## config.mk

```make
export PLATFORM = sky130hd
export DESIGN_NAME = i2c_status_flags
export DESIGN_NICKNAME = d
export VERILOG_FILES = /design/src/hw/i2c_status_pkg.sv /design/src/hw/bus_event_if.sv /design/src/hw/i2c_status_flags.sv /design/src/hw/bus_condition_detect.sv /design/src/hw/byte_shifter.sv
export SDC_FILE = /design/constraint.sdc
export NUM_CORES = 1
export LEC_CHECK = 0
export BUFFER_PORTS_ARGS = -buffer_cell sky130_fd_sc_hd__buf_2
export CAP_MARGIN = 10
export CORE_ASPECT_RATIO = 1.4
export CORE_UTILIZATION = 54
export CTS_BUF_LIST = sky130_fd_sc_hd__clkbuf_4
export CTS_CLUSTER_SIZE = 12
export DETAILED_ROUTE_END_ITERATION = 12
export GPL_ROUTABILITY_DRIVEN = 0
export PLACE_DENSITY = 0.8
export SYNTH_ARGS = -nofsm -noshare
export SYNTH_HDL_FRONTEND = slang
export SYNTH_HIERARCHICAL = 1
export SYNTH_SLANG_ARGS = --single-unit
export TNS_END_PERCENT = 20
```

## constraint.sdc

```tcl
create_clock -name clock_i -period 1.8 [get_ports clock_i]
set_input_delay 0.18 -clock clock_i [delete_from_list [all_inputs] [get_ports clock_i]]
set_output_delay 0.18 -clock clock_i [all_outputs]
set_load 0.05 [all_outputs]
```

## src/hw/i2c_status_pkg.sv

```systemverilog
/*
  Constants shared by the two-wire status-flag block: register map,
  flag positions, event bits, control fields, reset values and states.
  Assumes a 16-bit register port with a 4-bit word address.
*/
package i2c_status_pkg;

  localparam int ADDR_W = 4;
  localparam int DATA_W = 16;

  // Register map, word addresses on the plain register port
  localparam logic [3:0] OFS_BUS_STATUS = 4'h0;
  localparam logic [3:0] OFS_RX_BUFFER  = 4'h1;
  localparam logic [3:0] OFS_TX_BUFFER  = 4'h2;
  localparam logic [3:0] OFS_CONTROL    = 4'h3;
  localparam logic [3:0] OFS_IRQ_STATUS = 4'h4;
  localparam logic [3:0] OFS_IRQ_MASK   = 4'h5;

  // Flag positions in bus_status
  localparam int STOP_SEEN_BIT      = 4;
  localparam int START_SEEN_BIT     = 3;
  localparam int DIRECTION_BIT      = 2;
  localparam int RECEIVE_FULL_BIT   = 1;
  localparam int TRANSMIT_FULL_BIT  = 0;

  // Event bits in irq status and mask
  localparam int EV_W         = 4;
  localparam int EV_START_BIT = 0;
  localparam int EV_STOP_BIT  = 1;
  localparam int EV_RX_BIT    = 2;
  localparam int EV_TX_BIT    = 3;

  // Control register fields
  localparam int CTRL_ENABLE_BIT = 0;
  localparam int CTRL_ADDR_LSB   = 1;
  localparam int CTRL_ADDR_MSB   = 7;

  // Reset values
  localparam logic [4:0]  RST_FLAGS   = 5'h00;
  localparam logic [7:0]  RST_BYTE    = 8'h00;
  localparam logic [7:0]  RST_CONTROL = 8'h00;
  localparam logic [3:0]  RST_EVENTS  = 4'h0;
  localparam logic [3:0]  RST_BITCNT  = 4'h0;

  // Bit counter landmarks within one byte frame
  localparam logic [3:0]  CNT_LAST_DATA = 4'h7;
  localparam logic [3:0]  CNT_ACK       = 4'h8;

  typedef enum logic [2:0] {
    ST_IDLE   = 3'b000,
    ST_ADDR   = 3'b001,
    ST_RX     = 3'b010,
    ST_TX     = 3'b011,
    ST_IGNORE = 3'b100
  } target_state_t;

endpackage : i2c_status_pkg

```

## src/hw/bus_event_if.sv

```systemverilog
/*
  Carrier for synchronised bus events between the condition detector
  and its consumers. All signals are one-cycle pulses on clock_i except
  sda, which is the synchronised data line level.
*/
`timescale 1ns/1ps

interface bus_event_if;
  logic start;
  logic stop;
  logic scl_rise;
  logic scl_fall;
  logic sda;

  modport source (output start, output stop, output scl_rise, output scl_fall, output sda);
  modport sink   (input start, input stop, input scl_rise, input scl_fall, input sda);
endinterface : bus_event_if

```

## src/hw/i2c_status_flags.sv

```systemverilog
/*
  Target-side two-wire controller slice that keeps the bus status flags:
  last condition seen, transfer direction, receive and transmit buffer
  full. Includes the register port, the buffers and a masked interrupt.
  Assumes the bus lines are asynchronous open-drain inputs and that the
  register port master follows the single-cycle strobe protocol.
*/
// Function
// - Stop detected sets stop-seen flag, bit 4 of bus_status.
// - Start or repeated start clears stop-seen flag.
// - Start or repeated start sets start-seen flag, bit 3.
// - Stop detected clears start-seen flag.
// - Direction flag bit 2: 1 means target sends, 0 means target receives.
// - Direction flag updates only from the read/write bit of an address byte.
// - Receive-full flag bit 1 sets when a received byte enters receive buffer.
// - Software read of receive buffer clears receive-full flag.
// - Software write of transmit buffer sets transmit-full flag, bit 0.
// - Finished transmission of the buffered byte clears transmit-full flag.
`timescale 1ns/1ps

module i2c_status_flags (
  input  wire logic                            clock_i,
  input  wire logic                            rstn_i,
  input  wire logic [i2c_status_pkg::ADDR_W-1:0] addr_i,
  input  wire logic [i2c_status_pkg::DATA_W-1:0] wdata_i,
  input  wire logic                            wr_i,
  input  wire logic                            rd_i,
  output logic      [i2c_status_pkg::DATA_W-1:0] rdata_o,
  output logic                                 irq_o,
  input  wire logic                            scl_i,
  input  wire logic                            sda_i,
  output logic                                 sda_o,
  output logic                                 sda_oe_o
);
  import i2c_status_pkg::*;

  bus_event_if ev ();

  target_state_t        state_reg;
  target_state_t        state_next;
  logic                 start_seen_reg;
  logic                 stop_seen_reg;
  logic                 direction_reg;
  logic                 rx_full_reg;
  logic                 tx_full_reg;
  logic [7:0]           rx_buffer_reg;
  logic [7:0]           tx_buffer_reg;
  logic [7:0]           control_reg;
  logic [EV_W-1:0]      irq_status_reg;
  logic [EV_W-1:0]      irq_mask_reg;
  logic                 ack_req_reg;
  logic                 sda_low_reg;
  logic                 sda_low_next;
  logic [DATA_W-1:0]    rdata_reg;
  logic [DATA_W-1:0]    rdata_next;
  logic [7:0]           shift_byte;
  logic [3:0]           bit_cnt;
  // Declared early: the shifter instance reads it
  logic                 tx_load;

  bus_condition_detect u_detect (
    .clock_i (clock_i),
    .rstn_i  (rstn_i),
    .scl_i   (scl_i),
    .sda_i   (sda_i),
    .ev      (ev.source)
  );

  // Address byte data is shifted here too; loads only happen in send frames
  byte_shifter #(
    .BYTE_W (8)
  ) u_shift (
    .clock_i     (clock_i),
    .rstn_i      (rstn_i),
    .ev          (ev.sink),
    .load_i      (tx_load),
    .load_data_i (tx_buffer_reg),
    .byte_o      (shift_byte),
    .bit_cnt_o   (bit_cnt)
  );

  // Register port decode
  wire wr_status  = wr_i & (addr_i == OFS_BUS_STATUS);
  wire wr_txbuf   = wr_i & (addr_i == OFS_TX_BUFFER);
  wire wr_control = wr_i & (addr_i == OFS_CONTROL);
  wire wr_mask    = wr_i & (addr_i == OFS_IRQ_MASK);
  wire rd_rxbuf   = rd_i & (addr_i == OFS_RX_BUFFER);
  wire rd_irq     = rd_i & (addr_i == OFS_IRQ_STATUS);

  wire       enabled   = control_reg[CTRL_ENABLE_BIT];
  wire [6:0] own_addr  = control_reg[CTRL_ADDR_MSB:CTRL_ADDR_LSB];

  // Byte framing on the bus
  wire byte_done  = ev.scl_rise & (bit_cnt == CNT_LAST_DATA);
  wire ack_rise   = ev.scl_rise & (bit_cnt == CNT_ACK);
  wire [7:0] got_byte = {shift_byte[6:0], ev.sda};
  wire addr_match = enabled & (got_byte[7:1] == own_addr);

  wire addr_done = byte_done & (state_reg == ST_ADDR);
  wire rx_done   = byte_done & (state_reg == ST_RX);
  wire tx_done   = byte_done & (state_reg == ST_TX);
  assign tx_load = ev.scl_fall & (state_reg == ST_TX) & (bit_cnt == RST_BITCNT);

  // Target state machine
  always_comb begin
    state_next = state_reg;
    case (state_reg)
      ST_IDLE:   state_next = ST_IDLE;
      ST_ADDR: begin
        if (addr_done) begin
          if (!addr_match) begin
            state_next = ST_IGNORE;
          end else if (got_byte[0]) begin
            state_next = ST_TX;
          end else begin
            state_next = ST_RX;
          end
        end
      end
      ST_RX:     state_next = ST_RX;
      // Controller not acknowledging ends the send phase
      ST_TX: begin
        if (ack_rise & ev.sda) begin
          state_next = ST_IGNORE;
        end
      end
      ST_IGNORE: state_next = ST_IGNORE;
      default:   state_next = ST_IDLE;
    endcase
    if (ev.start) begin
      state_next = ST_ADDR;
    end else if (ev.stop) begin
      state_next = ST_IDLE;
    end
  end

  always_ff @(posedge clock_i) begin
    if (!rstn_i) begin
      state_reg <= ST_IDLE;
    end else begin
      state_reg <= state_next;
    end
  end

  // Last bus condition flags
  always_ff @(posedge clock_i) begin
    if (!rstn_i) begin
      start_seen_reg <= RST_FLAGS[START_SEEN_BIT];
      stop_seen_reg  <= RST_FLAGS[STOP_SEEN_BIT];
    end else if (ev.start) begin
      start_seen_reg <= 1'b1;
      stop_seen_reg  <= 1'b0;
    end else if (ev.stop) begin
      stop_seen_reg  <= 1'b1;
      start_seen_reg <= 1'b0;
    end
  end

  // Direction from the address byte only
  always_ff @(posedge clock_i) begin
    if (!rstn_i) begin
      direction_reg <= RST_FLAGS[DIRECTION_BIT];
    end else if (addr_done & addr_match) begin
      direction_reg <= got_byte[0];
    end
  end

  // Receive buffer and its full flag; a new byte wins over a read
  always_ff @(posedge clock_i) begin
    if (!rstn_i) begin
      rx_buffer_reg <= RST_BYTE;
      rx_full_reg   <= RST_FLAGS[RECEIVE_FULL_BIT];
    end else if (rx_done) begin
      rx_buffer_reg <= got_byte;
      rx_full_reg   <= 1'b1;
    end else if (rd_rxbuf) begin
      rx_full_reg   <= 1'b0;
    end
  end

  // Transmit buffer and its full flag; a software write wins
  always_ff @(posedge clock_i) begin
    if (!rstn_i) begin
      tx_buffer_reg <= RST_BYTE;
      tx_full_reg   <= RST_FLAGS[TRANSMIT_FULL_BIT];
    end else if (wr_txbuf) begin
      tx_buffer_reg <= wdata_i[7:0];
      tx_full_reg   <= 1'b1;
    end else if (tx_done) begin
      tx_full_reg   <= 1'b0;
    end
  end

  // Control and mask; status writes are dropped
  always_ff @(posedge clock_i) begin
    if (!rstn_i) begin
      control_reg  <= RST_CONTROL;
      irq_mask_reg <= RST_EVENTS;
    end else begin
      if (wr_control) begin
        control_reg <= wdata_i[7:0];
      end
      if (wr_mask) begin
        irq_mask_reg <= wdata_i[EV_W-1:0];
      end
    end
  end

  // Sticky events, cleared by a read; a new event survives the read
  wire [EV_W-1:0] events = {tx_done, rx_done, ev.stop, ev.start};

  always_ff @(posedge clock_i) begin
    if (!rstn_i) begin
      irq_status_reg <= RST_EVENTS;
    end else begin
      irq_status_reg <= (rd_irq ? RST_EVENTS : irq_status_reg) | events;
    end
  end

  assign irq_o = |(irq_status_reg & irq_mask_reg);

  // Acknowledge and data drive; changes only while the clock line is low
  always_ff @(posedge clock_i) begin
    if (!rstn_i) begin
      ack_req_reg <= 1'b0;
    end else if (ev.start | ev.stop) begin
      ack_req_reg <= 1'b0;
    end else if ((addr_done & addr_match) | rx_done) begin
      ack_req_reg <= 1'b1;
    end else if (ev.scl_fall) begin
      ack_req_reg <= 1'b0;
    end
  end

  always_comb begin
    sda_low_next = sda_low_reg;
    if (ev.start | ev.stop) begin
      sda_low_next = 1'b0;
    end else if (ev.scl_fall) begin
      if (ack_req_reg & (bit_cnt == CNT_ACK)) begin
        sda_low_next = 1'b1;
      end else if ((state_reg == ST_TX) & (bit_cnt == RST_BITCNT)) begin
        sda_low_next = ~tx_buffer_reg[7];
      end else if ((state_reg == ST_TX) & (bit_cnt < CNT_ACK)) begin
        sda_low_next = ~shift_byte[7];
      end else begin
        sda_low_next = 1'b0;
      end
    end
  end

  always_ff @(posedge clock_i) begin
    if (!rstn_i) begin
      sda_low_reg <= 1'b0;
    end else begin
      sda_low_reg <= sda_low_next;
    end
  end

  assign sda_o    = 1'b0;
  assign sda_oe_o = sda_low_reg;

  // Read data, valid the cycle after the strobe only
  wire [DATA_W-1:0] status_word = {11'h000, stop_seen_reg, start_seen_reg,
                                   direction_reg, rx_full_reg, tx_full_reg};

  always_comb begin
    rdata_next = '0;
    if (rd_i) begin
      case (addr_i)
        OFS_BUS_STATUS: rdata_next = status_word;
        OFS_RX_BUFFER:  rdata_next = {8'h00, rx_buffer_reg};
        OFS_TX_BUFFER:  rdata_next = {8'h00, tx_buffer_reg};
        OFS_CONTROL:    rdata_next = {8'h00, control_reg};
        OFS_IRQ_STATUS: rdata_next = {12'h000, irq_status_reg};
        OFS_IRQ_MASK:   rdata_next = {12'h000, irq_mask_reg};
        default:        rdata_next = '0;
      endcase
    end
  end

  always_ff @(posedge clock_i) begin
    if (!rstn_i) begin
      rdata_reg <= '0;
    end else begin
      rdata_reg <= rdata_next;
    end
  end

  assign rdata_o = rdata_reg;

endmodule : i2c_status_flags

```

## src/hw/bus_condition_detect.sv

```systemverilog
/*
  Synchronises the clock and data lines and finds the clock line edges and the
  start and stop conditions. Assumes both lines arrive asynchronously
  and are far slower than clock_i.
*/
`timescale 1ns/1ps

module bus_condition_detect (
  input  wire logic   clock_i,
  input  wire logic   rstn_i,
  input  wire logic   scl_i,
  input  wire logic   sda_i,
  bus_event_if.source ev
);
  import i2c_status_pkg::*;

  logic [1:0] scl_sync_reg;
  logic [1:0] sda_sync_reg;
  logic       scl_prev_reg;
  logic       sda_prev_reg;

  // Lines idle high, so reset to high to avoid a false edge
  always_ff @(posedge clock_i) begin
    if (!rstn_i) begin
      scl_sync_reg <= 2'h3;
      sda_sync_reg <= 2'h3;
      scl_prev_reg <= 1'b1;
      sda_prev_reg <= 1'b1;
    end else begin
      scl_sync_reg <= {scl_sync_reg[0], scl_i};
      sda_sync_reg <= {sda_sync_reg[0], sda_i};
      scl_prev_reg <= scl_sync_reg[1];
      sda_prev_reg <= sda_sync_reg[1];
    end
  end

  wire scl_high = scl_sync_reg[1] & scl_prev_reg;

  assign ev.sda      = sda_sync_reg[1];
  assign ev.scl_rise = scl_sync_reg[1] & ~scl_prev_reg;
  assign ev.scl_fall = ~scl_sync_reg[1] & scl_prev_reg;
  assign ev.start    = scl_high & sda_prev_reg & ~sda_sync_reg[1];
  assign ev.stop     = scl_high & ~sda_prev_reg & sda_sync_reg[1];

endmodule : bus_condition_detect

```

## src/hw/byte_shifter.sv

```systemverilog
/*
  Byte shift register and bit counter for one bus frame: eight data
  clocks then one acknowledge clock. Assumes events from the detector.
*/
`timescale 1ns/1ps

module byte_shifter #(
  parameter int BYTE_W = 8
) (
  input  wire logic              clock_i,
  input  wire logic              rstn_i,
  bus_event_if.sink              ev,
  input  wire logic              load_i,
  input  wire logic [BYTE_W-1:0] load_data_i,
  output logic      [BYTE_W-1:0] byte_o,
  output logic      [3:0]        bit_cnt_o
);
  import i2c_status_pkg::*;

  logic [BYTE_W-1:0] shift_reg;
  logic [3:0]        cnt_reg;

  wire in_data = (cnt_reg < CNT_ACK);

  always_ff @(posedge clock_i) begin
    if (!rstn_i) begin
      shift_reg <= '0;
      cnt_reg   <= RST_BITCNT;
    end else if (ev.start) begin
      cnt_reg <= RST_BITCNT;
    end else if (load_i) begin
      shift_reg <= load_data_i;
    end else if (ev.scl_rise) begin
      if (in_data) begin
        shift_reg <= {shift_reg[BYTE_W-2:0], ev.sda};
        cnt_reg   <= cnt_reg + 4'h1;
      end else begin
        cnt_reg <= RST_BITCNT;
      end
    end
  end

  assign byte_o    = shift_reg;
  assign bit_cnt_o = cnt_reg;

endmodule : byte_shifter

```

==> flow_summary_export.csv <==
group,metric,value,unit
outcome,status,"finished clean",
yosys,synth-seq-cells,68,
finish,utilization,63.7,%
placed_design,pre_cts_ws,-44.5,ps
clock_network,cts_htree_levels,3,
die,die_height,93.8,um
yosys,post_synth_fa_ha_maj_area_fraction,0.385,%
global_routing,grtUsageTotal,25.1,%
critical_path,worst-endpoint-required,2080,ps
yosys,post_synthesis_compound_gate_area_fraction,11.0,%
critical_path,worst_path_max_delay_cell,"sky130_fd_sc_hd__mux2_2",
yosys,synth_xor_area_share,1.88,%
global_routing,grt.met3_usage,5.95,%
yosys,postSynth.asyncResetShare,0,%
die,die_w,67.6,um
power_and_ir_drop,ir_worst_vdd,551,uV
die,die-area,6340,sq um
yosys,post_synth_simple_gate_area,23.2,%
timing,finalCriticalPeriod,1760,ps
global_routing,grt_pass1_wl,11700,um
detailed_routing,vias_per_cell,5.79,
clock_network,max-clock-path-buffers,2,
detailed_routing,drt_first_pass_iters,5,
clock_network,cts.sinks,68,
finish,num_antenna_cells,0,
critical_path,critical_path.most_common_cell,"sky130_fd_sc_hd__nand2_1",
die,core_area,5820,sq um
clock_network,cts_buffers,9,
timing,max_slew_margin,59.1,%
timing,post-route-period-util,97.9,%
timing,timing.final.max_slew_violations,0,
finish,mostFrequentLayoutCell,"sky130_fd_sc_hd__dfxtp_1",
detailed_routing,avgRoutedWirePerCell,15.9,um
timing,clock_skew,17.3,ps
yosys,postSynthAreaPerCell,9.68,sq um
global_routing,global_route.usage.met2,40.6,%
global_routing,antenna_violations_before_repair,0,
flow_run,maxCapViolations,0,
yosys,synth_edf_count,0,
placed_design,io_buffer_count,27,
timing,max_slew.worst_pin.slew,613,ps
yosys,sequential_to_total_area_share_from_yosys_stat,41.8,%
yosys,post_synth_instance_area,3250,sq um
die,core.rowCount,33,
critical_path,critical-path-max-stage-delay,350,ps
global_routing,gr-usage-met1,30.7,%
power_and_ir_drop,cellPowerDensity,819,nW/um^2
timing,setup_violations,0,
global_routing,maximum_number_of_pins_on_one_net_before_global_route_repair,65,
placed_design,post-place-cells,432,
critical_path,timing.critical_path.cells,"nor3_2 -> nand2_1 -> nor3_4 -> buf_4 -> mux2_2 -> nand2_1 -> mux2i_1",
finish,net_count_of_the_finished_layout,402,
detailed_routing,drt_iter0_drc,171,
finish,post_route_cells_drive_above_1_share,21.8,%
power_and_ir_drop,static-leakage-power,1.59,nW
timing,max_freq,0.567,GHz
clock_network,clk_root_buffer_cell,"sky130_fd_sc_hd__clkbuf_4",
placed_design,place_hpwl,5000,um
yosys,synth.yosys.warnings,6,
timing,timing.final.ws_setup,37.6,ps
critical_path,worst_ep_arrival_time,2040,ps
timing,finalHoldViolations,0,
finish,area_growth,14.0,%
yosys,yosys.cell_types.count,49,
critical_path,worst-path-max-fanout,8,
yosys,netlist_instances,336,
min_path,min_path_type,"in -> reg",
finish,stdcell_count,450,
yosys,ys_dominant_reg_cell,"sky130_fd_sc_hd__dfxtp_1",
clock_network,cts.clk_slew.worst_paths,110,ps
critical_path,worstSetupStartpointType,"flip-flop",
detailed_routing,postRouteAntennaNets,0,
global_routing,first_global_vias,2427,
yosys,synthMuxAreaShare,16.4,%
yosys,synth_top_family_by_area,"simple AND/OR/NAND/NOR gates",
timing,whs,27.8,ps
detailed_routing,wl,7170,um
die,floorplan.initialDensity,55.9,%
detailed_routing,remaining_drc_errors,0,
detailed_routing,routed-via-count,2606,
finish,mostFrequentLayoutCells,"sky130_fd_sc_hd__dfxtp_1 (67), sky130_fd_sc_hd__nand2_1 (37), sky130_fd_sc_hd__mux2i_1 (35)",
critical_path,setup_crit_path_kind,"reg -> reg",
clock_network,cts_tree,"built",
global_routing,grt_most_used_layer,"met2",
die,design.portCount,45,
global_routing,grt_overflow_total,0,
clock_network,clk_latency,420,ps
critical_path,critical_path_end_type,"flip-flop",
## area by class of cell
type,count,area (sq um)
Multi-Input combinational cell,248,1780
Tap cell,70,87.6
Clock buffer,9,67.6
Inverter,3,11.3
Clock inverter,7,115
Timing Repair Buffer,45,288
Fill cell,492,2110
Sequential cell,68,1360
## per-stage QoR
step / cell area, sq um / total power (W) / setup TNS [ps]
global route: 3710 / 0.00313 / -49.3
finish: 3710 / 0.00304 / 0
detailed placement: 3480 / 0.00181 / -232
floorplan: 3280 / 0.00175 / 0
global placement: 3480 / 0.00180 / 0
CTS: 3700 / 0.00305 / 0
## what timing repair did
item                                    4_1_cts  5_1_grt
hold buffers                                  2        0
endpoints found under the hold margin         2        0
endpoints found under the setup margin        8        8
setup buffers                                 0        0
pin swaps                                     0        0
resized for setup                             2        3
## where the power goes
part,internal (W),switching (W),leakage [nW],total (W)
logic,0.0000876,0.000150,0.942,0.000237
registers,0.00152,0.0000171,0.550,0.00154
clock network,0.000698,0.000559,0.0936,0.00126
total,0.00231,0.000725,1.59,0.00304
## synthesized netlist by cell type, types with 2 or more instances
cell / count / share of area, %
sky130_fd_sc_hd__a22oi_1: 6 / 1.4
sky130_fd_sc_hd__buf_6: 3 / 1.0
sky130_fd_sc_hd__mux2_2: 14 / 4.8
sky130_fd_sc_hd__inv_1: 3 / 0.35
sky130_fd_sc_hd__nand3b_1: 3 / 0.69
sky130_fd_sc_hd__nor2_1: 12 / 1.4
sky130_fd_sc_hd__dfxtp_1: 68 / 42
sky130_fd_sc_hd__a21oi_1: 11 / 1.7
sky130_fd_sc_hd__o21ai_0: 4 / 0.62
sky130_fd_sc_hd__nor3_1: 2 / 0.31
sky130_fd_sc_hd__a311oi_1: 2 / 0.54
sky130_fd_sc_hd__a31oi_1: 5 / 0.96
sky130_fd_sc_hd__and4b_1: 3 / 0.92
sky130_fd_sc_hd__nor3b_1: 6 / 1.4
sky130_fd_sc_hd__clkbuf_1: 9 / 1.0
sky130_fd_sc_hd__or3_1: 2 / 0.38
sky130_fd_sc_hd__nand2b_1: 9 / 1.7
sky130_fd_sc_hd__a222oi_1: 3 / 0.92
sky130_fd_sc_hd__mux2i_1: 35 / 11
sky130_fd_sc_hd__o2bb2ai_1: 4 / 1.1
sky130_fd_sc_hd__xor2_1: 7 / 1.9
sky130_fd_sc_hd__nand2_1: 37 / 4.3
sky130_fd_sc_hd__a21boi_0: 11 / 2.5
sky130_fd_sc_hd__buf_2: 4 / 0.62
sky130_fd_sc_hd__nor2b_1: 29 / 5.6
sky130_fd_sc_hd__buf_4: 9 / 2.1
sky130_fd_sc_hd__nand4_1: 2 / 0.38
sky130_fd_sc_hd__nand3_1: 12 / 1.8
## cells by family after synthesis
kind of cell | count (synthesis)
AOI/OAI and AO/OA | 51
xor gates and xnor gates | 7
adders and majority gates | 1
buffers and inverters | 28
DFF | 68
muxes | 50
other | 1
and+or+nand+nor | 130
## path summary, 6_finish.rpt
check                                                end  slack [ps]                     start  depth (start not counted)
worst min-delay path                    tx_buffer_reg[6]          30                wdata_i[6]                          3
worst max register to register         u_shift/byte_o[2]          40      u_shift/bit_cnt_o[1]                          7
worst min register to register  u_detect/sda_sync_reg[1]         420  u_detect/sda_sync_reg[0]                          1
worst max-delay path                   u_shift/byte_o[2]          40      u_shift/bit_cnt_o[1]                          7
## routing by layer
layer	vias up	share of wire, %	routed length [um]
met5	-	0	0
met2	86	51	3690
li1	1256	-	-
met1	1247	41	2980
met4	0	2.6	183
met3	17	4.6	329
## critical path: cells and delay by family, from the launching register on
family / cells / cell delay (ps)
multiplexers: 2 / 420
AND/OR/NAND/NOR: 4 / 630
flip-flops: 1 / 340
buffers and inverters: 1 / 230
Note: power is estimated with default switching activity, not from simulation.
